[src/rtl/cshc_pkg.sv]
package cshc_pkg;

  localparam int CNT_W = 12;

  localparam logic [7:0]       SYNC_BYTE   = 8'hE8;
  localparam logic [CNT_W-1:0] SYNC_LAST   = 12'h007;
  localparam logic [CNT_W-1:0] CMD_FIRST   = 12'h008;
  localparam logic [CNT_W-1:0] ALIGN_LAST  = 12'h009;
  localparam logic [CNT_W-1:0] CMD_LAST    = 12'h00D;
  localparam logic [CNT_W-1:0] HEADER_BITS = 12'h018;
  localparam logic [CNT_W-1:0] SHORT_BITS  = 12'h018;
  localparam logic [4:0]       CHUNK_LAST  = 5'h17;
  localparam logic [9:0]       TALLY_MAX   = 10'h3FF;

  localparam int CFG_GLOBAL_QUARTER = 4;
  localparam int CFG_PWM_ENABLE     = 3;
  localparam int CFG_COUNTER_CLEAR  = 2;
  localparam int CFG_WATCHDOG       = 1;
  localparam int CFG_MULTIPLEX      = 0;
  localparam logic [7:0] CFG_RESET  = 8'h00;

  typedef enum logic [1:0] {
    CMD_PWM    = 2'h0,
    CMD_CALIB  = 2'h1,
    CMD_GLOBAL = 2'h2,
    CMD_CONFIG = 2'h3
  } cshc_cmd_t;

  typedef enum logic [1:0] {HUNT, HEADER, PASS} cshc_state_t;

  typedef struct packed {
    cshc_cmd_t   cmd;
    logic [23:0] data;
  } cshc_word_t;

  typedef struct packed {
    logic [1:0]       clkSync;
    logic [1:0]       datSync;
    logic [1:0]       ldSync;
    logic             clkPrev;
    logic             clkOut;
    logic             dinPrev;
    logic             loadPrev;
    cshc_state_t      state;
    logic [7:0]       syncSh;
    logic [CNT_W-1:0] bitCnt;
    logic [CNT_W-1:0] dataLen;
    logic             loadSeen;
    logic [5:0]       cmdSh;
    cshc_cmd_t        cmd;
    logic [9:0]       faultTally;
    logic [23:0]      capSh;
    logic [4:0]       chunkCnt;
    cshc_word_t       word;
    logic             wordValid;
    logic             overrun;
    logic [7:0]       cfgBits;
    logic             counterClear;
    logic             dataOut;
    logic             loadOut;
  } cshc_core_t;

  localparam cshc_core_t CORE_RESET = '0;

endpackage : cshc_pkg

[src/rtl/cshc_buffer.sv]
`timescale 1ns/1ns
module cshc_buffer #(
  parameter int WIDTH = 26
) (
  input  wire logic             clk,
  input  wire logic             nrst,
  input  wire logic [WIDTH-1:0] inData,
  input  wire logic             inValid,
  output      logic             inReady,
  output      logic [WIDTH-1:0] outData,
  output      logic             outValid,
  input  wire logic             outReady
);

  typedef struct packed {
    logic [WIDTH-1:0] head;
    logic [WIDTH-1:0] tail;
    logic [1:0]       cnt;
  } cshc_buf_state_t;

  cshc_buf_state_t s_q;
  cshc_buf_state_t s_d;
  logic            push;
  logic            pop;

  assign inReady  = (s_q.cnt != 2'h2);
  assign outValid = (s_q.cnt != 2'h0);
  assign outData  = s_q.head;
  assign push     = inValid & inReady;
  assign pop      = outValid & outReady;

  // The head entry is always the oldest word, so the output comes straight from a register.
  always_comb begin
    s_d = s_q;
    unique case (s_q.cnt)
      2'h0: begin
        if (push) begin
          s_d.head = inData;
          s_d.cnt  = 2'h1;
        end
      end
      2'h1: begin
        if (push && pop) begin
          s_d.head = inData;
        end else if (push) begin
          s_d.tail = inData;
          s_d.cnt  = 2'h2;
        end else if (pop) begin
          s_d.cnt = 2'h0;
        end
      end
      2'h2: begin
        if (pop) begin
          s_d.head = s_q.tail;
          s_d.cnt  = 2'h1;
        end
      end
      default: s_d.cnt = 2'h0;
    endcase
  end

  always_ff @(posedge clk or negedge nrst) begin
    if (!nrst) begin
      s_q <= '0;
    end else begin
      s_q <= s_d;
    end
  end

endmodule : cshc_buffer

[src/rtl/cshc_header_config.sv]
`timescale 1ns/1ns
// Overview of operation
// - Sample data and load on link clock rise; update outputs on that rise.
// - Each transfer is header, then data, then optional tail, in order.
// - Forward header and tail; consume own data share so downstream data shrinks.
// - While load is low, keep hunting the data input for the sync byte.
// - Header is 24 bits: 8 sync, 6 command, 10 fault tally.
// - After sync byte E8, require a load rising edge by bit 9, else resume hunting.
// - Command field is the 2-bit code sent three times.
// - Decoded command sets capture length and destination of captured data.
// - A faulty device adds one to the forwarded fault tally, saturating at 3FF.
// - Command low bit 0 counts overtemperature, 1 counts open LED.
// - Config D4 selects reduced global intensity; resets to zero.
// - Config D3 enables all current drivers; resets to zero.
// - Config D2 clears subframe and PWM counters, then clears itself.
// - Config D1 enables the watchdog; resets to zero.
// - Config D0 enables multiplexed operation; resets to zero.
// - Chain position comes only from data order, no position input.
// - Config byte is sent three times, 24 bits per device.
// - Loaded configuration takes effect at once.
// - Regenerated header starts 25 link clocks after first header bit, short commands.
// - After own capture, later data and tail forwarded one link clock late.
module cshc_header_config #(
  parameter int OUTPUTS = 24,
  parameter int PWM_RES = 12
) (
  input  wire logic                clk,
  input  wire logic                nrst,
  input  wire logic                linkClockIn,
  input  wire logic                serialDataIn,
  input  wire logic                loadStrobeIn,
  input  wire logic                overTempFault,
  input  wire logic                openLedFault,
  output      logic                linkClockOut,
  output      logic                serialDataOut,
  output      logic                loadStrobeOut,
  output      logic                globalQuarter,
  output      logic                pwmEnable,
  output      logic                counterClear,
  output      logic                watchdogEnable,
  output      logic                multiplexEnable,
  output      logic                captureOverrun,
  output      cshc_pkg::cshc_word_t capturedWord,
  output      logic                capturedValid,
  input  wire logic                capturedReady
);

  localparam logic [cshc_pkg::CNT_W-1:0] PWM_BITS = cshc_pkg::CNT_W'(OUTPUTS * PWM_RES);

  cshc_pkg::cshc_core_t s_q;
  cshc_pkg::cshc_core_t s_d;
  logic                 bufInReady;

  // Bitwise two-of-three vote over the redundant copies.
  function automatic logic [7:0] vote3(input logic [7:0] a, input logic [7:0] b, input logic [7:0] c);
    vote3 = (a & b) | (a & c) | (b & c);
  endfunction : vote3

  always_comb begin
    logic                         linkEdge;
    logic                         bitIn;
    logic                         ldIn;
    logic                         ldRise;
    logic [cshc_pkg::CNT_W-1:0]   k;
    logic [cshc_pkg::CNT_W-1:0]   headerIdx;
    logic [7:0]                   cmdVote;
    logic [9:0]                   tallyIn;
    logic                         faultHit;
    logic [23:0]                  capNext;
    logic [7:0]                   cfgVote;
    logic [23:0]                  headerOut;
    linkEdge = 1'b0;
    bitIn    = 1'b0;
    ldIn     = 1'b0;
    ldRise   = 1'b0;
    k        = '0;
    headerIdx = '0;
    cmdVote  = 8'h00;
    tallyIn  = 10'h000;
    faultHit = 1'b0;
    capNext  = 24'h000000;
    cfgVote  = 8'h00;
    headerOut = 24'h000000;

    s_d = s_q;
    s_d.clkSync = {s_q.clkSync[0], linkClockIn};
    s_d.datSync = {s_q.datSync[0], serialDataIn};
    s_d.ldSync  = {s_q.ldSync[0], loadStrobeIn};
    s_d.clkPrev = s_q.clkSync[1];
    // The forwarded clock lags one extra cycle so data has settled before its rising edge.
    s_d.clkOut  = s_q.clkPrev;
    s_d.counterClear = 1'b0;
    if (bufInReady) begin
      s_d.wordValid = 1'b0;
    end

    linkEdge = s_q.clkSync[1] & ~s_q.clkPrev;
    bitIn    = s_q.datSync[1];
    ldIn     = s_q.ldSync[1];
    ldRise   = ldIn & ~s_q.loadPrev;

    if (linkEdge) begin
      s_d.dinPrev  = bitIn;
      s_d.loadPrev = ldIn;
      s_d.syncSh   = {s_q.syncSh[6:0], bitIn};
      unique case (s_q.state)
        cshc_pkg::HUNT: begin
          s_d.dataOut = 1'b0;
          s_d.loadOut = 1'b0;
          // A rise on the last sync bit still counts, so the load level before it is checked.
          if (!s_q.loadPrev && {s_q.syncSh[6:0], bitIn} == cshc_pkg::SYNC_BYTE) begin
            s_d.state      = cshc_pkg::HEADER;
            s_d.bitCnt     = cshc_pkg::SYNC_LAST;
            s_d.loadSeen   = ldRise;
            s_d.chunkCnt   = 5'h00;
            s_d.faultTally = 10'h000;
          end
        end
        cshc_pkg::HEADER: begin
          k = s_q.bitCnt + 12'h001;
          s_d.bitCnt   = k;
          s_d.loadSeen = s_q.loadSeen | ldRise;
          if (k <= cshc_pkg::CMD_LAST) begin
            s_d.cmdSh = {s_q.cmdSh[4:0], bitIn};
          end
          if (k == cshc_pkg::ALIGN_LAST && !(s_q.loadSeen | ldRise)) begin
            s_d.state = cshc_pkg::HUNT;
          end
          if (k == cshc_pkg::CMD_LAST) begin
            // The shifter holds bits 8 to 12 here, oldest in bit 4, so each pair starts on an even bit.
            cmdVote = vote3({6'h00, s_q.cmdSh[4:3]}, {6'h00, s_q.cmdSh[2:1]}, {6'h00, s_q.cmdSh[0], bitIn});
            s_d.cmd = cshc_pkg::cshc_cmd_t'(cmdVote[1:0]);
            if (cmdVote[1:0] == cshc_pkg::CMD_PWM) begin
              s_d.dataLen = s_q.cfgBits[cshc_pkg::CFG_MULTIPLEX] ? (PWM_BITS << 1) : PWM_BITS;
            end else begin
              s_d.dataLen = cshc_pkg::SHORT_BITS;
            end
          end
          if (k > cshc_pkg::CMD_LAST && k < cshc_pkg::HEADER_BITS) begin
            tallyIn = {s_q.faultTally[8:0], bitIn};
            s_d.faultTally = tallyIn;
            if (k == cshc_pkg::HEADER_BITS - 12'h001) begin
              faultHit = s_q.cmd[0] ? openLedFault : overTempFault;
              // The tally saturates rather than wrapping back to a misleading small count.
              if (faultHit && tallyIn != cshc_pkg::TALLY_MAX) begin
                s_d.faultTally = tallyIn + 10'h001;
              end
            end
          end
          // Only the first data set after the header is taken; that is what fixes the position.
          if (k >= cshc_pkg::HEADER_BITS && k < cshc_pkg::HEADER_BITS + s_q.dataLen) begin
            capNext      = {s_q.capSh[22:0], bitIn};
            s_d.capSh    = capNext;
            s_d.chunkCnt = s_q.chunkCnt + 5'h01;
            if (s_q.chunkCnt == cshc_pkg::CHUNK_LAST) begin
              s_d.chunkCnt = 5'h00;
              if (s_q.wordValid && !bufInReady) begin
                s_d.overrun = 1'b1;
              end
              s_d.word      = '{cmd: s_q.cmd, data: capNext};
              s_d.wordValid = 1'b1;
              if (s_q.cmd == cshc_pkg::CMD_CONFIG) begin
                cfgVote = vote3(capNext[23:16], capNext[15:8], capNext[7:0]);
                s_d.cfgBits = {3'h0, cfgVote[4:0]} & ~(8'h01 << cshc_pkg::CFG_COUNTER_CLEAR);
                s_d.counterClear = cfgVote[cshc_pkg::CFG_COUNTER_CLEAR];
              end
            end
          end
          headerOut = {cshc_pkg::SYNC_BYTE, {3{s_q.cmd}}, s_q.faultTally};
          // Own data is swallowed: output idles until the regenerated header begins.
          // The length is stale until the command is decoded, so nothing is sent before that.
          if (k > cshc_pkg::CMD_LAST && k > s_q.dataLen && k <= s_q.dataLen + cshc_pkg::HEADER_BITS) begin
            headerIdx = s_q.dataLen + cshc_pkg::HEADER_BITS - k;
            s_d.dataOut = headerOut[headerIdx[4:0]];
            s_d.loadOut = (k > s_q.dataLen + cshc_pkg::CMD_FIRST);
          end else begin
            s_d.dataOut = 1'b0;
            s_d.loadOut = 1'b0;
          end
          if (k == s_q.dataLen + cshc_pkg::HEADER_BITS) begin
            s_d.state = cshc_pkg::PASS;
          end
        end
        cshc_pkg::PASS: begin
          s_d.dataOut = s_q.dinPrev;
          s_d.loadOut = s_q.loadPrev;
          if (!ldIn) begin
            s_d.state = cshc_pkg::HUNT;
          end
        end
      endcase
    end
  end

  always_ff @(posedge clk or negedge nrst) begin
    if (!nrst) begin
      s_q <= cshc_pkg::CORE_RESET;
    end else begin
      s_q <= s_d;
    end
  end

  cshc_buffer #(
    .WIDTH($bits(cshc_pkg::cshc_word_t))
  ) u_buffer (
    .clk      (clk),
    .nrst     (nrst),
    .inData   (s_q.word),
    .inValid  (s_q.wordValid),
    .inReady  (bufInReady),
    .outData  (capturedWord),
    .outValid (capturedValid),
    .outReady (capturedReady)
  );

  assign linkClockOut    = s_q.clkOut;
  assign serialDataOut   = s_q.dataOut;
  assign loadStrobeOut   = s_q.loadOut;
  assign globalQuarter   = s_q.cfgBits[cshc_pkg::CFG_GLOBAL_QUARTER];
  assign pwmEnable       = s_q.cfgBits[cshc_pkg::CFG_PWM_ENABLE];
  assign watchdogEnable  = s_q.cfgBits[cshc_pkg::CFG_WATCHDOG];
  assign multiplexEnable = s_q.cfgBits[cshc_pkg::CFG_MULTIPLEX];
  assign counterClear    = s_q.counterClear;
  assign captureOverrun  = s_q.overrun;

endmodule : cshc_header_config

[config.mk]
export PLATFORM = sky130hd
export DESIGN_NAME = cshc_header_config
export DESIGN_NICKNAME = d
export VERILOG_FILES = /design/src/rtl/cshc_pkg.sv /design/src/rtl/cshc_buffer.sv /design/src/rtl/cshc_header_config.sv
export SDC_FILE = /design/constraint.sdc
export NUM_CORES = 1
export LEC_CHECK = 0
export BUFFER_PORTS_ARGS = -buffer_cell sky130_fd_sc_hd__buf_4
export CORE_MARGIN = 3
export CORE_UTILIZATION = 60
export CTS_CLUSTER_DIAMETER = 100
export CTS_CLUSTER_SIZE = 8
export DETAILED_ROUTE_END_ITERATION = 10
export MAX_ROUTING_LAYER = met4
export PLACE_DENSITY = 0.9
export SYNTH_ARGS = -nofsm -noshare
export SYNTH_HDL_FRONTEND = slang
export SYNTH_HIERARCHICAL = 1
export SYNTH_SLANG_ARGS = --single-unit
[constraint.sdc]
create_clock -name clk -period 3.6 [get_ports clk]
set_clock_uncertainty 0.1 [all_clocks]
set_input_delay 0 -clock clk [delete_from_list [all_inputs] [get_ports clk]]
set_output_delay 0 -clock clk [all_outputs]
set_load 0.02 [all_outputs]
After elaboration in Yosys (flattened, before gate mapping)
Cells that the tools add are included.
{"block": "op_classes", "n_reduce_logical": 31, "mul": 0, "magnitude_cmp": 9, "shift": 0, "n_eq_ne": 23, "add_sub_neg": 6, "bitwise_logic": 18, "div_mod_pow": 0, "muxes": 40}
{"cell": "2-to-1 mux 42 bit", "n": 2}
{"cell": "2-to-1 mux 26 bit", "n": 3}
{"cell": "one-hot mux 26 bit (3 select lines)", "n": 1}
{"cell": "2-to-1 mux 10 bit", "n": 6}
{"cell": "== test 12 x 4 -> 1 bit, second input constant", "n": 2}
{"cell": "one-hot mux 12 bit (2 select lines)", "n": 1}
{"cell": "AND reduction 4 bit", "n": 6}
{"cell": "2-to-1 mux 2 bit", "n": 10}
{"cell": "one-hot mux 10 bit (2 select lines)", "n": 1}
{"cell": "one-hot mux 2 bit (3 select lines)", "n": 3}
{"cell": "AND 5 bit", "n": 3}
{"cell": "AND reduction 3 bit", "n": 5}
{"cell": "2-to-1 mux 13 bit", "n": 1}
{"cell": "adder 12 x 1 -> 12 bit, second input constant", "n": 1}
{"cell": "== test 12 x 11 -> 1 bit", "n": 1}
{"cell": "== test 12 x 5 -> 1 bit, second input constant", "n": 1}
{"cell": ">= comparator 12 x 5 -> 1 bit, second input constant", "n": 1}
{"cell": "greater-than comparator 12 x 10 -> 1 bit", "n": 1}
{"cell": "greater-than comparator 12 x 11 -> 1 bit", "n": 1}
{"cell": "greater-than comparator 12 x 4 -> 1 bit, second input constant", "n": 1}
{"cell": "less-or-equal comparator 12 bit", "n": 1}
{"cell": "less-or-equal comparator 12 x 4 -> 1 bit, second input constant", "n": 1}
{"cell": "< comparator 12 bit", "n": 1}
{"cell": "< comparator 12 x 5 -> 1 bit, second input constant", "n": 1}
{"cell": "other kinds (35)", "n": 72}
{"block": "word_totals", "romBits": 0, "elab_cells": 155, "inputBits": 8, "latchBits": 0, "ram_bits": 0, "mem_count": 0, "regBits": 176}

Longest topological paths before layout
{"block": "logic_depth", "depth_word": 8, "ltp_mapped": 15, "depth_no_buf": 12}

Hierarchy
The synthesis kept the hierarchy.
{"module": "cshc_header_config", "area_each_um2": 5995.8, "cells_each": 524, "instances": 1, "seq_area_each_um2": 2852.7}
{"module": "cshc_buffer", "area_each_um2": 2748.9, "cells_each": 180, "instances": 1, "seq_area_each_um2": 1351.3}

Worst setup path after synthesis
No wires, ideal clock.
{"block": "synth_timing", "path_kind": "register to register", "start": "register s_q[100] in the netlist's numbering", "end": "register s_q[29] in the netlist's numbering", "path_slack_ps": 316, "path_stages_with_launch": 15, "required_ps": 3375, "period_less_slack_ps": 3284, "path_buffers": 3, "setup_ps": 125, "arrival_time_ps": 3058, "path_cell_list": "dfrtp_1 -> ha_1 -> buf_2 -> and4_1 -> nand2_1 -> xnor2_1 -> ha_1 -> a211oi_1 -> a31oi_1 -> nor3_4 -> o211ai_4 -> nand2b_4 -> buf_6 -> buf_8 -> mux2_4"}
{"block": "synth_via", "elab_chain_len": 4, "word_cells_on_any_way": 5, "cone_classes": "1 x add/sub; 2 x order compare; 2 x reduce/logical"}
{"item": "start, declared", "line": "cshc_header_config.sv:50", "source": "cshc_pkg::cshc_core_t s_q;"}
{"item": "start signal, assigned", "line": "cshc_header_config.sv:197", "source": "s_q <= cshc_pkg::CORE_RESET;"}
{"item": "adder 12 x 1 -> 12 bit *", "line": "cshc_header_config.sv:120", "source": "k = s_q.bitCnt + 12'h001;"}
{"item": ">= comparator 12 x 5 -> 1 bit / < comparator 12 bit (equally long branches)", "line": "cshc_header_config.sv:151", "source": "if (k >= cshc_pkg::HEADER_BITS && k < cshc_pkg::HEADER_BITS + s_q.dataLen) begin"}
{"item": "logical AND 1 bit *", "line": "cshc_header_config.sv:151"}
{"item": "AND reduction 4 bit (no source line) *"}
Every way passes the cells marked *; elsewhere a longest branch is shown, timed or not.
A chain may end at the register's enable or synchronous reset.

Final worst setup path
{"block": "layout_timing", "start": "register s_q[99] in the netlist's numbering", "end": "register s_q[13] in the netlist's numbering"}
Same word-level chain as after synthesis.

==> flow_summary.json <==
{
  "status": "complete, no violations",
  "p_clk_share_pct": 41.6,
  "first_iter_violations": 380,
  "grt_pass1_wl_um": 30040,
  "combPwrFrac_pct": 10.4,
  "path_clk_slew_ns": 0.06,
  "crit_arrival_ns": 3.54,
  "initial_utilization_pct": 62.27,
  "tns_ns": 0,
  "dp.cells": 886,
  "synth.area.top_cells": "dfrtp_1 48%, mux2_2 11%, mux2_4 9.3%, ha_1 3.1%, buf_4 2.5%",
  "die-width_um": 126.7,
  "vias": 5535,
  "hold_slack_ns": 0.1139,
  "fin_crit_sh_pct": 92.59,
  "max_cap_viol_count": 0,
  "synth_warnings": 6,
  "grt_max_degree": 89,
  "post-route-util_pct": 68.63,
  "fmax_mhz": 300.0,
  "drive_gt1_share_pct": 33.87,
  "drc_errors": 0,
  "ctsHtreeMaxLevel": 4,
  "placed_area_sq_um": 9004,
  "cts_tree": "yes",
  "final_common_cell": "dfrtp_1",
  "first_pass_iters": 6,
  "power.share.sequential_pct": 48.0,
  "cts_root_buffer": "clkbuf_16",
  "routed_wl_um": 18000,
  "slew_headroom_pct": 24.99,
  "post-place-ws_ns": 0.1204,
  "final_cell_mix": "168 x dfrtp_1, 85 x mux2_2, 58 x buf_4",
  "start_kind": "flop",
  "power.switching_mw": 1.137,
  "fin_crit_ns": 3.333,
  "post_cts_buffers": 0,
  "dieArea_sq_um": 16060,
  "hold_viol": 0,
  "syn2layout_area_growth_pct": 10.20,
  "final_nets": 761,
  "grtUsageTotal_pct": 24.26,
  "ios": 44,
  "end_kind": "flop",
  "grt_pass1_vias": 5835,
  "internal_power_mw": 3.108,
  "pwr_density_cell_nw_per_um2": 440.5,
  "via_per_inst": 5.990,
  "fp.dieH_um": 126.7,
  "fin_ws_ns": 0.2666,
  "ys_ff_latch": 168,
  "design_area_sq_um": 9637,
  "netSwitchingFraction_pct": 26.79,
  "synth-seq-area-share_pct": 48.08,
  "worst_slew_pin_slew_ns": 1.121,
  "wire_per_inst_um": 19.48,
  "path_max_fanout": 14,
  "syn-num-nets": 734,
  "async_flop_share_pct": 100.0,
  "diodes": 0,
  "cts_buffer_depth": 2,
  "numCtsBuffers": 17,
  "antenna_found_initial": 0,
  "clk_latency_ns": 0.43,
  "place_congestion": 0.9165,
  "fp.coreArea_sq_um": 14040,
  "synth_cells": 704,
  "synth_top_area_share_pct": 48.08,
  "crit_type": "reg2reg",
  "synth-main-ff-cell": "dfrtp_1",
  "synth_cell_types": 73,
  "synthesis.area_sq_um": 8745,
  "ant_nets": 0,
  "p_total_mw": 4.245,
  "synth_top_area_cell": "dfrtp_1",
  "vdd_ir_drop_max_mv": 0.3892,
  "overflow": 0,
  "drv_slew": 0,
  "clock_sinks": 168,
  "min_path_type": "in2async",
  "rsz0062_at_grt": "false",
  "numPortBuffers": 43,
  "rows": 43,
  "power_leakage_nw": 4.715,
  "hpwl_um": 12170,
  "r2r_slack_ns": 0.27,
  "syn_area_per_cell_sq_um": 12.42,
  "finalSetupViolations": 0,
  "fillCellCount": 957,
  "required_ns": 3.81,
  "synth_edf_count": 0,
  "final_cells": 924
}
cell type report:
class / instances / area (sq um) / share of cell area (%)
flip-flops and latches: 168 / 4204 / 43.63
multi-input cells: 465 / 4069 / 42.22
repair buffers: 65 / 516.7 / 5.362
clock buffers: 18 / 429.2 / 4.453
well taps: 180 / 225.2 / 2.337
clock inverters: 14 / 140.1 / 1.454
inverters: 14 / 52.55 / 0.5453
logic make-up after synthesis:
family / Yosys count / synth area share [%]
AO/OA/AOI/OAI: 94 / 7.827
XOR/XNOR: 23 / 2.304
adder cells (fa/ha/maj): 28 / 3.835
buffers and inverters: 72 / 5.637
flip-flops: 168 / 48.08
multiplexers: 153 / 22.18
AND/OR/NAND/NOR: 166 / 10.14
metal layers:
metal / up-vias / part of all wire, % / GRT usage (%)
met1: 2818 / 41 / 29.06
met2: 134 / 53 / 40.54
met3: 32 / 3.8 / 5.305
met5: - / 0 / -
met4: 0 / 2.5 / 8.833
li1: 2551 / - / -
sequential cells by signal (all words and copies together), names as in the netlist, 5 cells and up:
name	flops
s_d	5
u_buffer/s_q	28
u_buffer/outData	26
s_q	100
synth_stat cells (all sizes together), types with 3 or more instances:
| cell type | number |
|---|---|
| o31ai | 4 |
| buf | 52 |
| clkbuf | 6 |
| a21oi | 14 |
| nor2 | 26 |
| nand2b | 8 |
| ha | 22 |
| o211ai | 4 |
| nand3 | 16 |
| o41ai | 4 |
| dfrtp | 168 |
| o21ai | 34 |
| and3 | 9 |
| a22o | 5 |
| a21boi | 3 |
| maj3 | 6 |
| a31oi | 4 |
| nand4 | 16 |
| inv | 14 |
| xor2 | 14 |
| a22oi | 3 |
| a211oi | 4 |
| mux2i | 10 |
| xnor2 | 9 |
| nor3 | 6 |
| nand2 | 53 |
| mux2 | 141 |
| nor2b | 10 |
| and2 | 8 |
worst paths after layout:
path,endpoint,cells after the start,start
worst max-delay path,s_q[13],12,s_q[99]
worst min-delay path,u_buffer/s_q[1],2,nrst
worst max register to register,s_q[13],12,s_q[99]
worst min register to register,s_q[126],0,s_d[126]
max in group asynchronous,s_q[43],3,nrst
min in group clk,s_d[130],2,linkClockIn
power groups by stage:
stage | Sequential (mW) | Combinational, mW | Clock [mW]
3_5_place_dp | 2.07 | 0.431 | 0
5_1_grt | 2.05 | 0.500 | 1.88
6_report | 2.04 | 0.440 | 1.77
4_1_cts | 2.04 | 0.441 | 1.80
2_1_floorplan | 2.04 | 0.325 | 0
3_3_place_gp | 2.06 | 0.418 | 0
worst max-delay path, cell delays in order, from the launching register on:
cell and delay [ns]:
dfrtp_1 0.49, ha_1 0.21, and4_1 0.33, and2_4 0.23, xor2_1 0.07, ha_1 0.30
and2_1 0.17, o21ai_0 0.13, a31oi_1 0.27, nor3_4 0.08, o211ai_4 0.13, nand2b_4 0.33
mux2_2 0.37
what timing repair did:
item,CTS,global route
endpoints found under the setup margin,0,28
endpoints found under the hold margin,92,0
resized for setup,0,2
hold buffers,5,0
Note: power is estimated with default switching activity, not from simulation.
